$ cat src/pkg/opm_pkg.sv
`default_nettype none
// Shared constants for the operating mode power sequencer
package opm_pkg;

  // One-hot operating states
  typedef enum logic [5:0] {
    OPM_NOT_POWERED = 6'h01,
    OPM_POWER_OFF   = 6'h02,
    OPM_DEEP_SLEEP  = 6'h04,
    OPM_IDLE        = 6'h08,
    OPM_ACTIVE      = 6'h10,
    OPM_CONNECTED   = 6'h20
  } opm_state_t;

  // Register byte offsets
  localparam logic [3:0] OPM_CTRL_OFS   = 4'h0;  // Power saving configuration
  localparam logic [3:0] OPM_CMD_OFS    = 4'h4;  // Command strobes
  localparam logic [3:0] OPM_STATUS_OFS = 4'h8;  // Live state and outputs

  // Control register fields
  localparam int OPM_CTRL_PSM_BIT   = 0;  // Power saving mode enable, active timer to deep-sleep
  localparam int OPM_CTRL_IDLE_LSB  = 1;  // Idle power config, 3 bits
  localparam int OPM_CTRL_IDLE_MSB  = 3;
  localparam int OPM_CTRL_EDRX_BIT  = 4;  // Deep-sleep variant allows eDRX sleep
  localparam int OPM_CTRL_WIDTH     = 5;
  localparam logic [4:0] OPM_CTRL_RESET = 5'h00;

  // Command register fields
  localparam int OPM_CMD_OFF_BIT = 0;  // Switch-off command

  // Status register fields
  localparam int OPM_STAT_STATE_LSB = 0;   // One-hot state, 6 bits
  localparam int OPM_STAT_WAKE_BIT  = 8;   // Wake-up completed
  localparam int OPM_STAT_IF_BIT    = 9;   // Application interfaces enabled

  // Idle power config values
  localparam logic [2:0] OPM_IDLE_OFF   = 3'h0;  // No idle power saving
  localparam logic [2:0] OPM_IDLE_DEEP  = 3'h1;  // Inactivity timer to deep-sleep
  localparam logic [2:0] OPM_IDLE_DTR   = 3'h3;  // Terminal-ready line controls idle
  localparam logic [2:0] OPM_IDLE_RXWK  = 3'h4;  // Inactivity to idle, serial wake

  // AXI responses
  localparam logic [1:0] OPM_RESP_OKAY   = 2'h0;
  localparam logic [1:0] OPM_RESP_DECERR = 2'h3;

  // Timing
  localparam longint OPM_CLK_HZ       = 40000000;
  localparam longint OPM_INACT_TIME_S = 6;
  localparam longint OPM_INACT_CYCLES = OPM_INACT_TIME_S * OPM_CLK_HZ;
  localparam longint OPM_WAKE_TIME_NS = 1000;
  localparam longint OPM_WAKE_CYCLES  = (OPM_WAKE_TIME_NS * OPM_CLK_HZ + 999999999)
                                        / 1000000000;
  localparam int     OPM_INACT_W      = 28;
  localparam int     OPM_WAKE_W       = 6;

endpackage
`default_nettype wire
$ cat src/design/opm_inact_timer.sv
`timescale 1ns/100ps
`default_nettype none
// Command inactivity timer: counts while armed, restarts on any activity
module opm_inact_timer #(
  parameter logic [opm_pkg::OPM_INACT_W-1:0] LIMIT =
    opm_pkg::OPM_INACT_W'(opm_pkg::OPM_INACT_CYCLES)
) (
  // Clock and reset
  input  wire logic mclk,
  input  wire logic rstn,
  // Control
  input  wire logic run,       // Timer armed
  input  wire logic restart,   // Activity seen, start over
  // Status
  output var  logic expired    // Level, high once limit reached
);

  logic [opm_pkg::OPM_INACT_W-1:0] cnt_reg;   // Elapsed cycles
  logic [opm_pkg::OPM_INACT_W-1:0] cnt_next;
  logic                            hit;       // Limit reached

  assign hit = (cnt_reg >= LIMIT - 28'h0000001);
  // Saturate at LIMIT - 1 so expiry stays asserted until disarmed or restarted
  assign cnt_next = (!run || restart) ? '0 :
                    hit ? cnt_reg : cnt_reg + 28'h0000001;

  // Counter and expiry flag
  always_ff @(posedge mclk) begin
    if (!rstn) begin
      cnt_reg <= '0;
      expired <= 1'b0;
    end else begin
      cnt_reg <= cnt_next;
      expired <= run && !restart && hit;
    end
  end

endmodule
`default_nettype wire

$ cat src/design/opm_power_fsm.sv
`timescale 1ns/100ps
`default_nettype none
module opm_power_fsm #(
  parameter logic [opm_pkg::OPM_INACT_W-1:0] INACT_CYCLES =
    opm_pkg::OPM_INACT_W'(opm_pkg::OPM_INACT_CYCLES)
) (
  // Clock and reset
  input  wire logic        mclk,
  input  wire logic        rstn,
  // AXI4-Lite write address
  input  wire logic [3:0]  s_axi_awaddr,
  input  wire logic        s_axi_awvalid,
  output var  logic        s_axi_awready,
  // AXI4-Lite write data
  input  wire logic [31:0] s_axi_wdata,
  input  wire logic [3:0]  s_axi_wstrb,
  input  wire logic        s_axi_wvalid,
  output var  logic        s_axi_wready,
  // AXI4-Lite write response
  output var  logic [1:0]  s_axi_bresp,
  output var  logic        s_axi_bvalid,
  input  wire logic        s_axi_bready,
  // AXI4-Lite read address
  input  wire logic [3:0]  s_axi_araddr,
  input  wire logic        s_axi_arvalid,
  output var  logic        s_axi_arready,
  // AXI4-Lite read data
  output var  logic [31:0] s_axi_rdata,
  output var  logic [1:0]  s_axi_rresp,
  output var  logic        s_axi_rvalid,
  input  wire logic        s_axi_rready,
  // Supply and host pins
  input  wire logic        supply_ok,            // Main supply within range
  input  wire logic        power_control_input,  // One-cycle pin event from host
  input  wire logic        dtr_on,               // Data terminal ready level
  input  wire logic        rx_char,              // Serial character strobe
  // Network and activity events
  input  wire logic        t3324_expired,        // Active timer expiry pulse
  input  wire logic        t3412_expired,        // Periodic update timer pulse
  input  wire logic        edrx_sleep_window,    // Not listening for paging
  input  wire logic        edrx_paging_window,   // Paging occasion due
  input  wire logic        radio_activity,       // Radio traffic in progress
  input  wire logic        concurrent_busy,      // Other activity in progress
  // Power domain controls
  output var  logic        rtc_en,
  output var  logic        cpu_clk_min,
  output var  logic        cpu_clk_normal,
  output var  logic        rf_tx_en,
  output var  logic        rf_rx_en,
  output var  logic        app_if_en,
  output var  logic        rx_char_accept       // Character passed on to host path
);

  // State and configuration
  opm_pkg::opm_state_t state_reg;     // Current operating state
  opm_pkg::opm_state_t state_next;
  logic [opm_pkg::OPM_CTRL_WIDTH-1:0] ctrl_reg;      // Power saving config
  logic                               off_cmd_reg;   // Switch-off command pending
  logic [opm_pkg::OPM_WAKE_W-1:0]     wake_cnt_reg;  // Wake-up settle counter
  logic [opm_pkg::OPM_WAKE_W-1:0]     wake_cnt_next;
  logic                               wake_done_reg; // Wake-up complete

  // Bus side
  logic        aw_hs;         // Write address and data taken this cycle
  logic        ar_hs;         // Read address taken this cycle
  logic [3:0]  aw_addr_reg;   // Held write address
  logic [3:0]  ar_addr_reg;   // Held read address
  logic [31:0] w_data_reg;    // Held write data
  logic [3:0]  w_strb_reg;    // Held write strobes
  logic        wr_go_reg;     // Perform held write
  logic        rd_go_reg;     // Perform held read
  logic        wr_ctrl;       // Write hits control register
  logic        wr_cmd;        // Write hits command register
  logic        wr_hit;        // Write address decoded
  logic        rd_ctrl;
  logic        rd_stat;
  logic        rd_hit;
  logic [31:0] rd_data;       // Read mux
  logic [31:0] stat_word;     // Status register view

  // Configuration decode
  logic [2:0]  idle_cfg;
  logic        psm_en;
  logic        edrx_en;
  logic        inact_run;     // Inactivity timer armed
  logic        inact_exp;     // Inactivity timer expired
  logic        auto_ok;       // No concurrent activity
  logic        st_active;
  logic        st_idle;
  logic        st_deep;
  logic        st_off;

  // Timer: only counts in active with a config that uses it
  opm_inact_timer #(
    .LIMIT   (INACT_CYCLES)
  ) u_inact (
    .mclk    (mclk),
    .rstn    (rstn),
    .run     (inact_run),
    .restart (rx_char || wr_go_reg),
    .expired (inact_exp)
  );

  // Configuration fields
  assign psm_en    = ctrl_reg[opm_pkg::OPM_CTRL_PSM_BIT];
  assign idle_cfg  = ctrl_reg[opm_pkg::OPM_CTRL_IDLE_MSB:opm_pkg::OPM_CTRL_IDLE_LSB];
  assign edrx_en   = ctrl_reg[opm_pkg::OPM_CTRL_EDRX_BIT];
  assign st_active = (state_reg == opm_pkg::OPM_ACTIVE);
  assign st_idle   = (state_reg == opm_pkg::OPM_IDLE);
  assign st_deep   = (state_reg == opm_pkg::OPM_DEEP_SLEEP);
  assign st_off    = (state_reg == opm_pkg::OPM_POWER_OFF);
  assign inact_run = st_active &&
                     (idle_cfg == opm_pkg::OPM_IDLE_DEEP || idle_cfg == opm_pkg::OPM_IDLE_RXWK);
  // Radio traffic counts as concurrent activity too
  assign auto_ok   = !concurrent_busy && !radio_activity;

  // Next-state logic
  always_comb begin
    state_next = state_reg;
    case (state_reg)
      opm_pkg::OPM_NOT_POWERED: begin
        // Supply alone never switches the module on
        if (supply_ok) state_next = opm_pkg::OPM_POWER_OFF;
      end
      opm_pkg::OPM_POWER_OFF: begin
        if (power_control_input) state_next = opm_pkg::OPM_ACTIVE;
        else state_next = opm_pkg::OPM_POWER_OFF;
      end
      opm_pkg::OPM_DEEP_SLEEP: begin
        // Any wake source returns to active
        if (t3412_expired) state_next = opm_pkg::OPM_ACTIVE;
        else if (edrx_en && edrx_paging_window) begin
          state_next = opm_pkg::OPM_ACTIVE;
        end else if (power_control_input) state_next = opm_pkg::OPM_ACTIVE;
      end
      opm_pkg::OPM_IDLE: begin
        // Wake by terminal-ready or first serial character
        if (idle_cfg == opm_pkg::OPM_IDLE_DTR && dtr_on) begin
          state_next = opm_pkg::OPM_ACTIVE;
        end else if (idle_cfg == opm_pkg::OPM_IDLE_RXWK && rx_char) begin
          state_next = opm_pkg::OPM_ACTIVE;
        end else if (idle_cfg != opm_pkg::OPM_IDLE_DTR &&
                     idle_cfg != opm_pkg::OPM_IDLE_RXWK) begin
          state_next = opm_pkg::OPM_ACTIVE;
        end
      end
      opm_pkg::OPM_ACTIVE: begin
        // Host shutdown takes priority over any automatic move
        if (off_cmd_reg || power_control_input) begin
          state_next = opm_pkg::OPM_POWER_OFF;
        end else if (radio_activity) state_next = opm_pkg::OPM_CONNECTED;
        else if (auto_ok && psm_en && t3324_expired) begin
          state_next = opm_pkg::OPM_DEEP_SLEEP;
        end else if (auto_ok && idle_cfg == opm_pkg::OPM_IDLE_DEEP && inact_exp) begin
          state_next = opm_pkg::OPM_DEEP_SLEEP;
        end else if (auto_ok && edrx_en && edrx_sleep_window) begin
          state_next = opm_pkg::OPM_DEEP_SLEEP;
        end else if (auto_ok && idle_cfg == opm_pkg::OPM_IDLE_DTR && !dtr_on) begin
          state_next = opm_pkg::OPM_IDLE;
        end else if (auto_ok && idle_cfg == opm_pkg::OPM_IDLE_RXWK && inact_exp) begin
          state_next = opm_pkg::OPM_IDLE;
        end
      end
      opm_pkg::OPM_CONNECTED: begin
        if (!radio_activity) state_next = opm_pkg::OPM_ACTIVE;
      end
      default: state_next = opm_pkg::OPM_NOT_POWERED;
    endcase
    // Supply loss overrides everything, power-off included
    if (!supply_ok) state_next = opm_pkg::OPM_NOT_POWERED;
  end

  // Wake-up settle time after leaving idle; characters wait for it
  assign wake_cnt_next = (st_idle || state_next != opm_pkg::OPM_ACTIVE) ? '0 :
                         (wake_cnt_reg == opm_pkg::OPM_WAKE_W'(opm_pkg::OPM_WAKE_CYCLES)) ?
                         wake_cnt_reg : wake_cnt_reg + 6'h01;

  // State register, one-hot
  always_ff @(posedge mclk) begin
    if (!rstn) state_reg <= opm_pkg::OPM_NOT_POWERED;
    else state_reg <= state_next;
  end

  // Wake tracking
  always_ff @(posedge mclk) begin
    if (!rstn) begin
      wake_cnt_reg  <= '0;
      wake_done_reg <= 1'b0;
    end else begin
      wake_cnt_reg  <= wake_cnt_next;
      wake_done_reg <= (wake_cnt_next == opm_pkg::OPM_WAKE_W'(opm_pkg::OPM_WAKE_CYCLES));
    end
  end

  // Power domain outputs, registered from the next state so they match state_reg
  always_ff @(posedge mclk) begin
    if (!rstn) begin
      rtc_en         <= 1'b0;
      cpu_clk_min    <= 1'b0;
      cpu_clk_normal <= 1'b0;
      rf_tx_en       <= 1'b0;
      rf_rx_en       <= 1'b0;
      app_if_en      <= 1'b0;
    end else begin
      // Real-time clock runs in every switched-on state
      rtc_en         <= (state_next != opm_pkg::OPM_NOT_POWERED) &&
                        (state_next != opm_pkg::OPM_POWER_OFF);
      cpu_clk_min    <= (state_next == opm_pkg::OPM_IDLE);
      cpu_clk_normal <= (state_next == opm_pkg::OPM_ACTIVE) ||
                        (state_next == opm_pkg::OPM_CONNECTED);
      rf_tx_en       <= (state_next == opm_pkg::OPM_CONNECTED);
      rf_rx_en       <= (state_next == opm_pkg::OPM_CONNECTED);
      // Interfaces stay reachable in idle so the host can wake it
      app_if_en      <= (state_next == opm_pkg::OPM_ACTIVE) ||
                        (state_next == opm_pkg::OPM_CONNECTED) ||
                        (state_next == opm_pkg::OPM_IDLE);
    end
  end

  // Serial characters pass only once fully awake; the waking one is dropped
  always_ff @(posedge mclk) begin
    if (!rstn) rx_char_accept <= 1'b0;
    else rx_char_accept <= rx_char && wake_done_reg &&
                           (st_active || state_reg == opm_pkg::OPM_CONNECTED);
  end

  // Bus handshakes: one outstanding write and one read at a time
  assign aw_hs = s_axi_awvalid && s_axi_wvalid && !s_axi_awready &&
                 !wr_go_reg && !s_axi_bvalid;
  assign ar_hs = s_axi_arvalid && !s_axi_arready && !rd_go_reg && !s_axi_rvalid;

  // Address decode
  assign wr_ctrl = (aw_addr_reg == opm_pkg::OPM_CTRL_OFS);
  assign wr_cmd  = (aw_addr_reg == opm_pkg::OPM_CMD_OFS);
  assign wr_hit  = wr_ctrl || wr_cmd;
  assign rd_ctrl = (ar_addr_reg == opm_pkg::OPM_CTRL_OFS);
  assign rd_stat = (ar_addr_reg == opm_pkg::OPM_STATUS_OFS);
  assign rd_hit  = rd_ctrl || rd_stat || (ar_addr_reg == opm_pkg::OPM_CMD_OFS);

  // Status view of the live state
  assign stat_word = {22'h000000, app_if_en, wake_done_reg, 2'h0, state_reg};
  assign rd_data   = rd_ctrl ? {27'h0000000, ctrl_reg} :
                     rd_stat ? stat_word : 32'h00000000;

  // Write path: ready pulses one cycle, write acts in that same cycle, response after
  always_ff @(posedge mclk) begin
    if (!rstn) begin
      s_axi_awready <= 1'b0;
      s_axi_wready  <= 1'b0;
      wr_go_reg     <= 1'b0;
      aw_addr_reg   <= 4'h0;
      w_data_reg    <= 32'h00000000;
      w_strb_reg    <= 4'h0;
    end else begin
      s_axi_awready <= aw_hs;
      s_axi_wready  <= aw_hs;
      wr_go_reg     <= aw_hs;
      if (aw_hs) begin
        aw_addr_reg <= {s_axi_awaddr[3:2], 2'h0};
        w_data_reg  <= s_axi_wdata;
        w_strb_reg  <= s_axi_wstrb;
      end
    end
  end

  // Write response
  always_ff @(posedge mclk) begin
    if (!rstn) begin
      s_axi_bvalid <= 1'b0;
      s_axi_bresp  <= opm_pkg::OPM_RESP_OKAY;
    end else if (wr_go_reg) begin
      s_axi_bvalid <= 1'b1;
      s_axi_bresp  <= wr_hit ? opm_pkg::OPM_RESP_OKAY : opm_pkg::OPM_RESP_DECERR;
    end else if (s_axi_bready) begin
      s_axi_bvalid <= 1'b0;
    end
  end

  // Control register, low byte lane only
  always_ff @(posedge mclk) begin
    if (!rstn) ctrl_reg <= opm_pkg::OPM_CTRL_RESET;
    else if (wr_go_reg && wr_ctrl && w_strb_reg[0]) begin
      ctrl_reg <= w_data_reg[opm_pkg::OPM_CTRL_WIDTH-1:0];
    end
  end

  // Switch-off command: held until acted on or no longer meaningful
  always_ff @(posedge mclk) begin
    if (!rstn) off_cmd_reg <= 1'b0;
    else if (wr_go_reg && wr_cmd && w_strb_reg[0] &&
             w_data_reg[opm_pkg::OPM_CMD_OFF_BIT]) begin
      off_cmd_reg <= 1'b1;
    end else if (!st_active || st_off) begin
      off_cmd_reg <= 1'b0;
    end
  end

  // Read path
  always_ff @(posedge mclk) begin
    if (!rstn) begin
      s_axi_arready <= 1'b0;
      rd_go_reg     <= 1'b0;
      ar_addr_reg   <= 4'h0;
    end else begin
      s_axi_arready <= ar_hs;
      rd_go_reg     <= ar_hs;
      if (ar_hs) ar_addr_reg <= {s_axi_araddr[3:2], 2'h0};
    end
  end

  // Read data and response
  always_ff @(posedge mclk) begin
    if (!rstn) begin
      s_axi_rvalid <= 1'b0;
      s_axi_rdata  <= 32'h00000000;
      s_axi_rresp  <= opm_pkg::OPM_RESP_OKAY;
    end else if (rd_go_reg) begin
      s_axi_rvalid <= 1'b1;
      s_axi_rdata  <= rd_data;
      s_axi_rresp  <= rd_hit ? opm_pkg::OPM_RESP_OKAY : opm_pkg::OPM_RESP_DECERR;
    end else if (s_axi_rready) begin
      s_axi_rvalid <= 1'b0;
    end
  end

endmodule
`default_nettype wire

$ cat config.mk
export PLATFORM = sky130hd
export DESIGN_NAME = opm_power_fsm
export DESIGN_NICKNAME = d
export VERILOG_FILES = /design/src/pkg/opm_pkg.sv /design/src/design/opm_inact_timer.sv /design/src/design/opm_power_fsm.sv
export SDC_FILE = /design/constraint.sdc
export NUM_CORES = 1
export LEC_CHECK = 0
export BUFFER_PORTS_ARGS = -buffer_cell sky130_fd_sc_hd__buf_2
export CAP_MARGIN = 25
export CORE_UTILIZATION = 52
export CTS_CLUSTER_SIZE = 25
export DETAILED_ROUTE_END_ITERATION = 12
export PLACE_DENSITY_LB_ADDON = 0.3
export SLEW_MARGIN = 20
export SYNTH_ARGS = -nofsm -noshare
export SYNTH_HDL_FRONTEND = slang
export SYNTH_SLANG_ARGS = --single-unit
$ cat constraint.sdc
create_clock -name mclk -period 2.5 [get_ports mclk]
set_clock_uncertainty 0.1 [all_clocks]
set_input_delay 0.125 -clock mclk [delete_from_list [all_inputs] [get_ports mclk]]
set_output_delay 0.125 -clock mclk [all_outputs]
set_load 0.05 [all_outputs]
# After elaboration in Yosys (flattened, before gate mapping)
# Index checks and enable logic that the tools add are counted.
dict set report op_classes {
  n_addsub 2
  order_cmp 1
  eq_ne 22
  n_mux 29
  bitwise 1
  n_reduce_logical 61
}
# operator n
set op_table {}
lappend op_table {{2-to-1 mux 6 bit} 17}
lappend op_table {{one-hot mux 6 bit (6 select lines)} 1}
lappend op_table {{logical AND 1 bit} 33}
lappend op_table {{adder 28 x 1 -> 28 bit (second input constant)} 1}
lappend op_table {{greater-or-equal comparator 28 bit (second input constant)} 1}
lappend op_table {{equality test 6 bit (second input constant)} 4}
lappend op_table {{2-to-1 mux 10 bit} 2}
lappend op_table {{equality test 6 x 4 -> 1 bit (second input constant)} 2}
lappend op_table {{equality test 6 x 5 -> 1 bit (second input constant)} 2}
lappend op_table {{logical OR 1 bit} 12}
lappend op_table {{zero test 1 bit} 10}
lappend op_table {{zero test 4 bit} 2}
lappend op_table {{adder 6 x 1 -> 6 bit (second input constant)} 1}
lappend op_table {{equality test 6 x 1 -> 1 bit (second input constant)} 1}
lappend op_table {{equality test 6 x 2 -> 1 bit (second input constant)} 1}
lappend op_table {{equality test 6 x 3 -> 1 bit (second input constant)} 1}
lappend op_table {{2-to-1 mux 1 bit} 6}
lappend op_table {{!= test 6 x 1 -> 1 bit (second input constant)} 1}
lappend op_table {{!= test 6 x 2 -> 1 bit (second input constant)} 1}
lappend op_table {{!= test 6 x 5 -> 1 bit (second input constant)} 1}
lappend op_table {{nonzero test 2 bit} 3}
lappend op_table {{2-to-1 mux 5 bit} 1}
lappend op_table {{equality test 2 x 1 -> 1 bit (second input constant)} 2}
lappend op_table {{2-to-1 mux 2 bit} 2}
lappend op_table {{other kinds (8)} 8}
dict set report totals {
  ff_bits 104
  inputBits 61
  output_inout_bits 48
  word_cells 140
}

# Longest topological paths before layout
# Gate-level depths: netlist of the first run.
dict set report logic_depth {
  ltp_word 17
  mapped_depth 8
}

# Modules after synthesis
# From an unflattened synthesis of the first run, not the netlist that was laid out.
dict set report unflattened {
  cells_unflattened 457
  hier_area_um2 3930.0
}
# module instances cells_per_inst area_per_inst_um2 seq_area_each_um2
set by_module_without_submodules {}
lappend by_module_without_submodules {opm_power_fsm 1 273 2436.1 980.9}
lappend by_module_without_submodules {opm_inact_timer 1 184 1493.9 580.6}

# Worst setup path after synthesis of the first run
# No wires, ideal clock.
dict set report synth_timing {
  path_kind {register to register}
  start {register state_reg[0]}
  end {register wake_done_reg}
  t_arrival_ns 2.005
  t_required_ns 2.312
  slack_ns 0.307
  stages_incl_launch_ff 9
  period_less_slack_ns 2.193
  cell_sequence {dfxtp_1 > buf_6 > nor4_4 > and3b_4 > nand3b_4 > o2111a_1 > or3b_1 > buf_6 > nor4_4}
}
dict set report synth_between {
  elab_chain_cells 13
}
# item line_no
set synth_lines {}
lappend synth_lines {{start: declaration} opm_power_fsm.sv:55} ;# opm_pkg::opm_state_t state_reg;
lappend synth_lines {{start signal: assignment} opm_power_fsm.sv:180} ;# if (!rstn) state_reg <= opm_pkg::OPM_NOT_POWERED;
lappend synth_lines {{start signal: assignment} opm_power_fsm.sv:181} ;# else state_reg <= state_next;
lappend synth_lines {{2-to-1 mux 6 bit} opm_power_fsm.sv:160} ;# end else if (auto_ok && idle_cfg == opm_pkg::OPM_IDLE_RXWK && inact_exp) begin
lappend synth_lines {{2-to-1 mux 6 bit} opm_power_fsm.sv:158} ;# end else if (auto_ok && idle_cfg == opm_pkg::OPM_IDLE_DTR && !dtr_on) begin
lappend synth_lines {{2-to-1 mux 6 bit} opm_power_fsm.sv:156} ;# end else if (auto_ok && edrx_en && edrx_sleep_window) begin
lappend synth_lines {{2-to-1 mux 6 bit} opm_power_fsm.sv:154} ;# end else if (auto_ok && idle_cfg == opm_pkg::OPM_IDLE_DEEP && inact_exp) begin
lappend synth_lines {{2-to-1 mux 6 bit} opm_power_fsm.sv:152} ;# else if (auto_ok && psm_en && t3324_expired) begin
lappend synth_lines {{2-to-1 mux 6 bit} opm_power_fsm.sv:151} ;# end else if (radio_activity) state_next = opm_pkg::OPM_CONNECTED;
lappend synth_lines {{2-to-1 mux 6 bit} opm_power_fsm.sv:149} ;# if (off_cmd_reg || power_control_input) begin
lappend synth_lines {{one-hot mux 6 bit (6 select lines)} opm_power_fsm.sv:120} ;# case (state_reg)
lappend synth_lines {{2-to-1 mux 6 bit} opm_power_fsm.sv:170} ;# if (!supply_ok) state_next = opm_pkg::OPM_NOT_POWERED;
lappend synth_lines {{!= test 6 x 5 -> 1 bit} opm_power_fsm.sv:174} ;# assign wake_cnt_next = (st_idle || state_next != opm_pkg::OPM_ACTIVE) ? '0 :
lappend synth_lines {{logical OR 1 bit *} opm_power_fsm.sv:174}
lappend synth_lines {{2-to-1 mux 6 bit *} opm_power_fsm.sv:174}
lappend synth_lines {{equality test 6 bit *} opm_power_fsm.sv:191} ;# wake_done_reg <= (wake_cnt_next == opm_pkg::OPM_WAKE_W'(opm_pkg::OPM_WAKE_CYCLES));
lappend synth_lines {{end signal: assignment} opm_power_fsm.sv:191}
lappend synth_lines {{end: declaration} opm_power_fsm.sv:61} ;# logic wake_done_reg;
# Every way passes the cells marked *; elsewhere a longest branch is shown, timed or not.
# A chain may end at the register's enable or synchronous reset.

# Worst setup path after layout of the first run
dict set report layout_timing {
  start {register state_reg[2]}
  end {register wake_done_reg}
}
# The elaborated chain is that of the path after synthesis.

==> flow_summary.toml, run 1 <==
[run_status]
outcome = "finished, final reports clean"

[synth]
synth.distinct_cells = 60
async_flop_share_pct = 0
synth_top_flop_cell = "dfxtp_1"
yosysTopAreaCell = "dfxtp_1"
synthCells = 456
synth_area_leaders = "dfxtp_1 40%, nor2_1 5.5%, buf_4 5.3%"
synth_top_cell_area_share_pct = 39.6
netlist_top_cells_count = "78 x dfxtp_1, 58 x nor2_1, 38 x nand2_1"
synth_warnings = 0
synth_area_um2 = 3950
syn_avg_cell_area_um2 = 8.66
ys_seq_area_share_pct = 39.6
synth_edf_count = 0
ys_seq_elements = 78
synth_most_common_cell = "dfxtp_1"

[final_layout]
fin_area_um2 = 4430
antenna_cells = 0
largest_reg_flops = 28
syn_to_final_growth_pct = 12.2
drive_gt1_share_pct = 16.2
final_cells = 617
layout.nets = 577

[power_and_ir_drop]
power_frac_clock_pct = 37.6
switching_share_pct = 28.6
vdd_drop_max_uv = 361
p_seq_share_pct = 53.3
powerDensity_nw_per_um2 = 540
finalPower_mw = 2.39
pwr-share-comb_pct = 9.1
power_switching_uw = 685
p_leak_nw = 1.68
p_int_mw = 1.71

[sta]
rsz0062_at_grt = "false"
worst_pin_slew_ps = 547
final-hold-violation-count = 0
fin_crit_ps = 2300
timing.fmax_mhz = 434
setup_tns_ps = 0
period_share_pct = 92.1
finalMaxSlewViolations = 0
finalSetupViolCount = 0
holdWs_ps = 63.0
slew_headroom_pct = 63.4

[die]
dieArea_um2 = 7940
start_util_pct = 54.1
die_w_um = 89.1
fp.coreArea_um2 = 7290
ioPinCount = 109
rows = 31
die_y_um = 89.1

[detailed_routing]
avgRoutedWirePerCell_um = 13.0
post-route-drc-count = 0
route.antenna.remaining_nets = 0
via_per_inst = 5.25
drt_iter0_markers = 162
vias = 3241
routed_wl_mm = 8.03
dr.pass1.iters = 4

[global_route]
overflow = 0
grt-busiest-layer = "met2"
antenna_found_initial = 0
grt_max_degree = 33
met3_usage_pct = 5.26
use_met1_pct = 26.3
grt.total_usage_pct = 21.8
met2_usage_pct = 35.7
grt_pass1_wl_mm = 13.3
first_global_vias = 2994

[setup_path]
cp_num_buf_inv = 0
worst_ep_required_time_ps = 2670
cp_common_cell = "nor4_4"
crit_chain = "nor4_4 -> and3b_4 -> nand3b_4 -> o2111a_1 -> or3b_4 -> nor4_4"
start_kind = "register"
endpoint_kind = "register"
max_stage_delay_ps = 460
cp_top_family = "simple AND/OR/NAND/NOR gates"
arrival_ps = 2480
cp_slowest_cell = "or3b_4"
crit_fanout = 10
crit_type = "reg -> reg"

[clock_network]
clk_pin_slew_ps = 90
cts_root_buf = "clkbuf_8"
clk-insertion-delay-late_ps = 350
h-tree-depth = 3
ctsLongestPathBuffers = 2
clkSinkCount = 78
cts_tree = "built"
cts_made_buffers = 9

[place]
gp_congestion = 0.849
post_dp_cell_area_um2 = 4100
port_buffers = 50
hpwlAfterDp_mm = 5.48
dp_cells = 587

[job]
max_cap_violations = 0

[min_path]
hp-class = "in -> reg"
==> cell usage in the layout, fill, tap and decap left out, types with 10 or more instances in the layout <==
master / count
nand3_1: 17
a21oi_1: 13
nand2_1: 38
nand4_1: 10
xnor2_1: 13
dfxtp_1: 78
xor2_1: 15
conb_1: 24
dlygate4sd3_1: 14
mux2i_1: 14
and3_1: 10
nor2_1: 58
nor2b_1: 18
inv_1: 11
buf_2: 50
a21boi_0: 13
==> tightest hold or removal path, stage by stage <==
cell and delay (ps):
buf_2 120, nor4b_1 50, o21ai_0 130, nor2_1 40
==> power by group through the flow <==
stage / clock network (mW) / logic, mW / registers [mW]
floorplan: 0 / 0.188 / 1.31
global placement: 0 / 0.194 / 1.30
global route: 0.990 / 0.233 / 1.28
CTS: 0.928 / 0.213 / 1.27
detailed placement: 0 / 0.196 / 1.30
finish: 0.899 / 0.217 / 1.27
==> repair_timing <==
action	4_1_cts	5_1_grt
gates resized for setup	0	1
endpoints found under the setup margin	0	1
setup buffers	0	0
hold buffers	14	0
endpoints found under the hold margin	15	0
==> per-layer routing <==
| metal | routed length [um] | vias up |
|---|---|---|
| li1 | - | 1630 |
| met1 | 3550 | 1506 |
| met2 | 3860 | 85 |
| met3 | 346 | 20 |
| met4 | 276 | 0 |
| met5 | 0 | - |
==> through the flow <==
step,util [%],worst slack (ps)
2_1_floorplan,-,307
3_3_place_gp,56.2,189
3_5_place_dp,56.2,119
4_1_cts,60.7,113
5_1_grt,60.7,64.4
6_report,60.7,197
==> kinds of logic after synthesis <==
group | after synthesis | share of synthesized area [%]
other | 1 | 0.0950
AO/OA/AOI/OAI | 64 | 10.8
flip-flops | 78 | 39.6
adder cells (fa/ha/maj) | 3 | 0.951
multiplexers | 14 | 3.55
AND/OR/NAND/NOR | 208 | 28.3
buffers and inverters | 60 | 10.5
XOR/XNOR | 28 | 6.21
==> path summary, 6_finish.rpt <==
check | slack (ps) | endpoint | cells after the start | start
max | 200 | wake_done_reg$_SDFF_PN0_ | 6 | state_reg[2]$_SDFF_PN0_
min | 60 | state_reg[1]$_SDFF_PN0_ | 4 | power_control_input
max reg2reg | 200 | wake_done_reg$_SDFF_PN0_ | 6 | state_reg[2]$_SDFF_PN0_
min reg2reg | 360 | w_strb_reg[0]$_SDFFE_PN0P_ | 2 | w_strb_reg[0]$_SDFFE_PN0P_
==> cell type report <==
cell class / instances / area (um2)
Fill cell: 687 / 2860
Multi-Input combinational cell: 341 / 2070
Clock buffer: 9 / 124
Inverter: 11 / 41.3
Timing Repair Buffer: 72 / 450
Tap cell: 99 / 124
Sequential cell: 78 / 1560
Clock inverter: 7 / 62.6
(Power assumes the default switching activity.)
==> run 2, diff against run 1 <==
--- a/config.mk
+++ b/config.mk
@@ -7,7 +7,7 @@
 export LEC_CHECK = 0
 export BUFFER_PORTS_ARGS = -buffer_cell sky130_fd_sc_hd__buf_2
 export CAP_MARGIN = 25
-export CORE_UTILIZATION = 52
+export CORE_UTILIZATION = 50
 export CTS_CLUSTER_SIZE = 25
 export DETAILED_ROUTE_END_ITERATION = 12
 export PLACE_DENSITY_LB_ADDON = 0.3
==> constraint.sdc (replaced) <==
create_clock -name mclk -period 2.5 [get_ports mclk]
set_clock_uncertainty 0.1 [all_clocks]
set_input_delay 0.25 -clock mclk [delete_from_list [all_inputs] [get_ports mclk]]
set_output_delay 0.25 -clock mclk [all_outputs]
set_load 0.05 [all_outputs]
==> run 2 against run 1 <==
Effect of this change: the flow now finishes with violations (DRC); largest power group unchanged; largest cell class unchanged; sequential power hardly changed; die area grew 3.9%; wire length decreased by 7.6%; clock-buffer cell count unchanged; setup slack improved by 54 ps; utilization fell by 4.8 points; flip-flop and latch count is the same.
==> flow_summary.toml, run 2 (synthesis results as in run 1) <==
[die]
die_y_um = 90.9
die_w_um = 90.9
ioPinCount = 109
start_util_pct = 51.4
rows = 32
fp.coreArea_um2 = 7690
dieArea_um2 = 8250

[sta]
setup_tns_ps = 0
finalSetupViolCount = 0
layout_setup_ws_ps = 251
finalMaxSlewViolations = 0
slew_headroom_pct = 62.1
timing.fmax_mhz = 445
worst_pin_slew_ps = 566
final-hold-violation-count = 0
period_share_pct = 90.0
holdWs_ps = 37.2
rsz0062_at_grt = "false"
fin_crit_ps = 2250

[clock_network]
h-tree-depth = 3
post_cts_buffers = 0
clk_pin_slew_ps = 90
postCtsHoldBufs = 0
cts_tree = "built"
cts_root_buf = "clkbuf_8"
cts_made_buffers = 9
clk-insertion-delay-late_ps = 360
cts_resized = 0
clkSinkCount = 78
ctsLongestPathBuffers = 2

[setup_path]
r2r-start = "state_reg[2]$_SDFF_PN0_"
arrival_ps = 2430
crit_chain = "nor4_4 -> and3b_4 -> nand3b_4 -> o2111a_1 -> or3b_1 -> nor4_4"
reg2reg_slack_ps = 250
crit_type = "reg -> reg"
cp_slowest_cell = "or3b_1"
crit_fanout = 10
path_depth = 6
r2r_cells = 6
cp_num_buf_inv = 0
worst_ep_required_time_ps = 2680
cp_common_cell = "nor4_4"
max_stage_delay_ps = 440
reg2reg_to = "wake_done_reg$_SDFF_PN0_"
endpoint_kind = "register"
cp-endpoint = "wake_done_reg$_SDFF_PN0_"
crit_path_start = "state_reg[2]$_SDFF_PN0_"
start_kind = "register"
cp_top_family = "simple AND/OR/NAND/NOR gates"

[final_layout]
final_cell_mix = "78 x dfxtp_1, 58 x nor2_1, 50 x buf_2, 38 x nand2_1, 24 x conb_1"
mostFrequentLayoutCell = "dfxtp_1"
multiInputGateArea_um2 = 2060
seq_area_um2 = 1560
utilization_pct = 55.9
fill_cells = 760
layout.nets = 563
antenna_cells = 0
syn_to_final_growth_pct = 8.91
largest_reg_flops = 28
drive_gt1_share_pct = 16.5

[run_status]
violations = "DRC"
outcome = "finished with violations"

[place]
hpwlAfterDp_mm = 5.39
gp_congestion = 0.919
post-place-ws_ps = 260
port_buffers = 50

[global_route]
overflow = 0
grt.total_usage_pct = 19.2
antenna_found_initial = 0
grt_max_degree = 33
first_global_vias = 2855
grt_pass1_wl_mm = 12.8

[detailed_routing]
post-route-drc-count = 1
routed_wl_mm = 7.42
route.antenna.remaining_nets = 0
via_per_inst = 5.23
drt_iter0_markers = 117
vias = 3170
dr.pass1.iters = 8
avgRoutedWirePerCell_um = 12.2

[job]
max_cap_violations = 0

[power_and_ir_drop]
p_leak_nw = 1.63
powerDensity_nw_per_um2 = 561
finalPower_mw = 2.41
vdd_drop_max_uv = 530

[min_path]
hp-class = "in -> reg"
run 2: changes by cell type in the layout (fill, tap and decap cells not counted):
cell,delta
dlygate4sd3_1,-14
clkinv_2,+3
inv_6,-2
bufinv_16,+1
clkinvlp_4,-1
inv_8,-1
or3b_1,+1
or3b_4,-1
run 2: report_power, final:
group / leakage, nW / internal [mW] / total [mW] / switching, mW
Combinational: 0.898 / 0.0528 / 0.197 / 0.144
Clock: 0.104 / 0.464 / 0.942 / 0.477
Sequential: 0.630 / 1.26 / 1.27 / 0.0185
Total: 1.63 / 1.77 / 2.41 / 0.640
run 2: area by class of cell:
class	count	share of cell area, %
multi-input cells	341	48.0
inverters	11	0.960
well taps	102	2.97
clock inverters	7	1.66
flip-flops and latches	78	36.3
clock buffers	9	2.88
repair buffers	58	7.22
run 2: worst min path at each step:
stage / start / endpoint / slack, ps / depth (start not counted)
2_1_floorplan: rx_char / rx_char_accept$_SDFF_PN0_ / 280 / 2
3_3_place_gp: u_inact.cnt_reg[27]$_SDFFE_PP0N_ / u_inact.cnt_reg[27]$_SDFFE_PP0N_ / 340 / 2
3_5_place_dp: u_inact.cnt_reg[27]$_SDFFE_PP0N_ / u_inact.cnt_reg[27]$_SDFFE_PP0N_ / 360 / 2
4_1_cts: s_axi_awaddr[3] / aw_addr_reg[3]$_SDFFE_PN0P_ / 30 / 3
5_1_grt: s_axi_awaddr[2] / aw_addr_reg[2]$_SDFFE_PN0P_ / 30 / 3
6_report: s_axi_awaddr[2] / aw_addr_reg[2]$_SDFFE_PN0P_ / 40 / 3
run 2: per-layer routing:
metal	vias to the layer above	GRT usage (%)	routed length (um)
met5	-	0	0
met4	0	6.35	84
met3	7	5.81	421
met2	79	31.6	3490
met1	1482	24.1	3430
li1	1602	-	-
run 2: worst min-delay path, stage by stage:
cell      delay [ps]
buf_2             90
nand2_1           50
a21boi_0          60
run 2: per-stage QoR:
stage	cells	instance area (um2)
4_1_cts	606	4300
5_1_grt	606	4300
2_1_floorplan	479	4030
6_report	606	4300
3_5_place_dp	590	4100
3_3_place_gp	590	4100
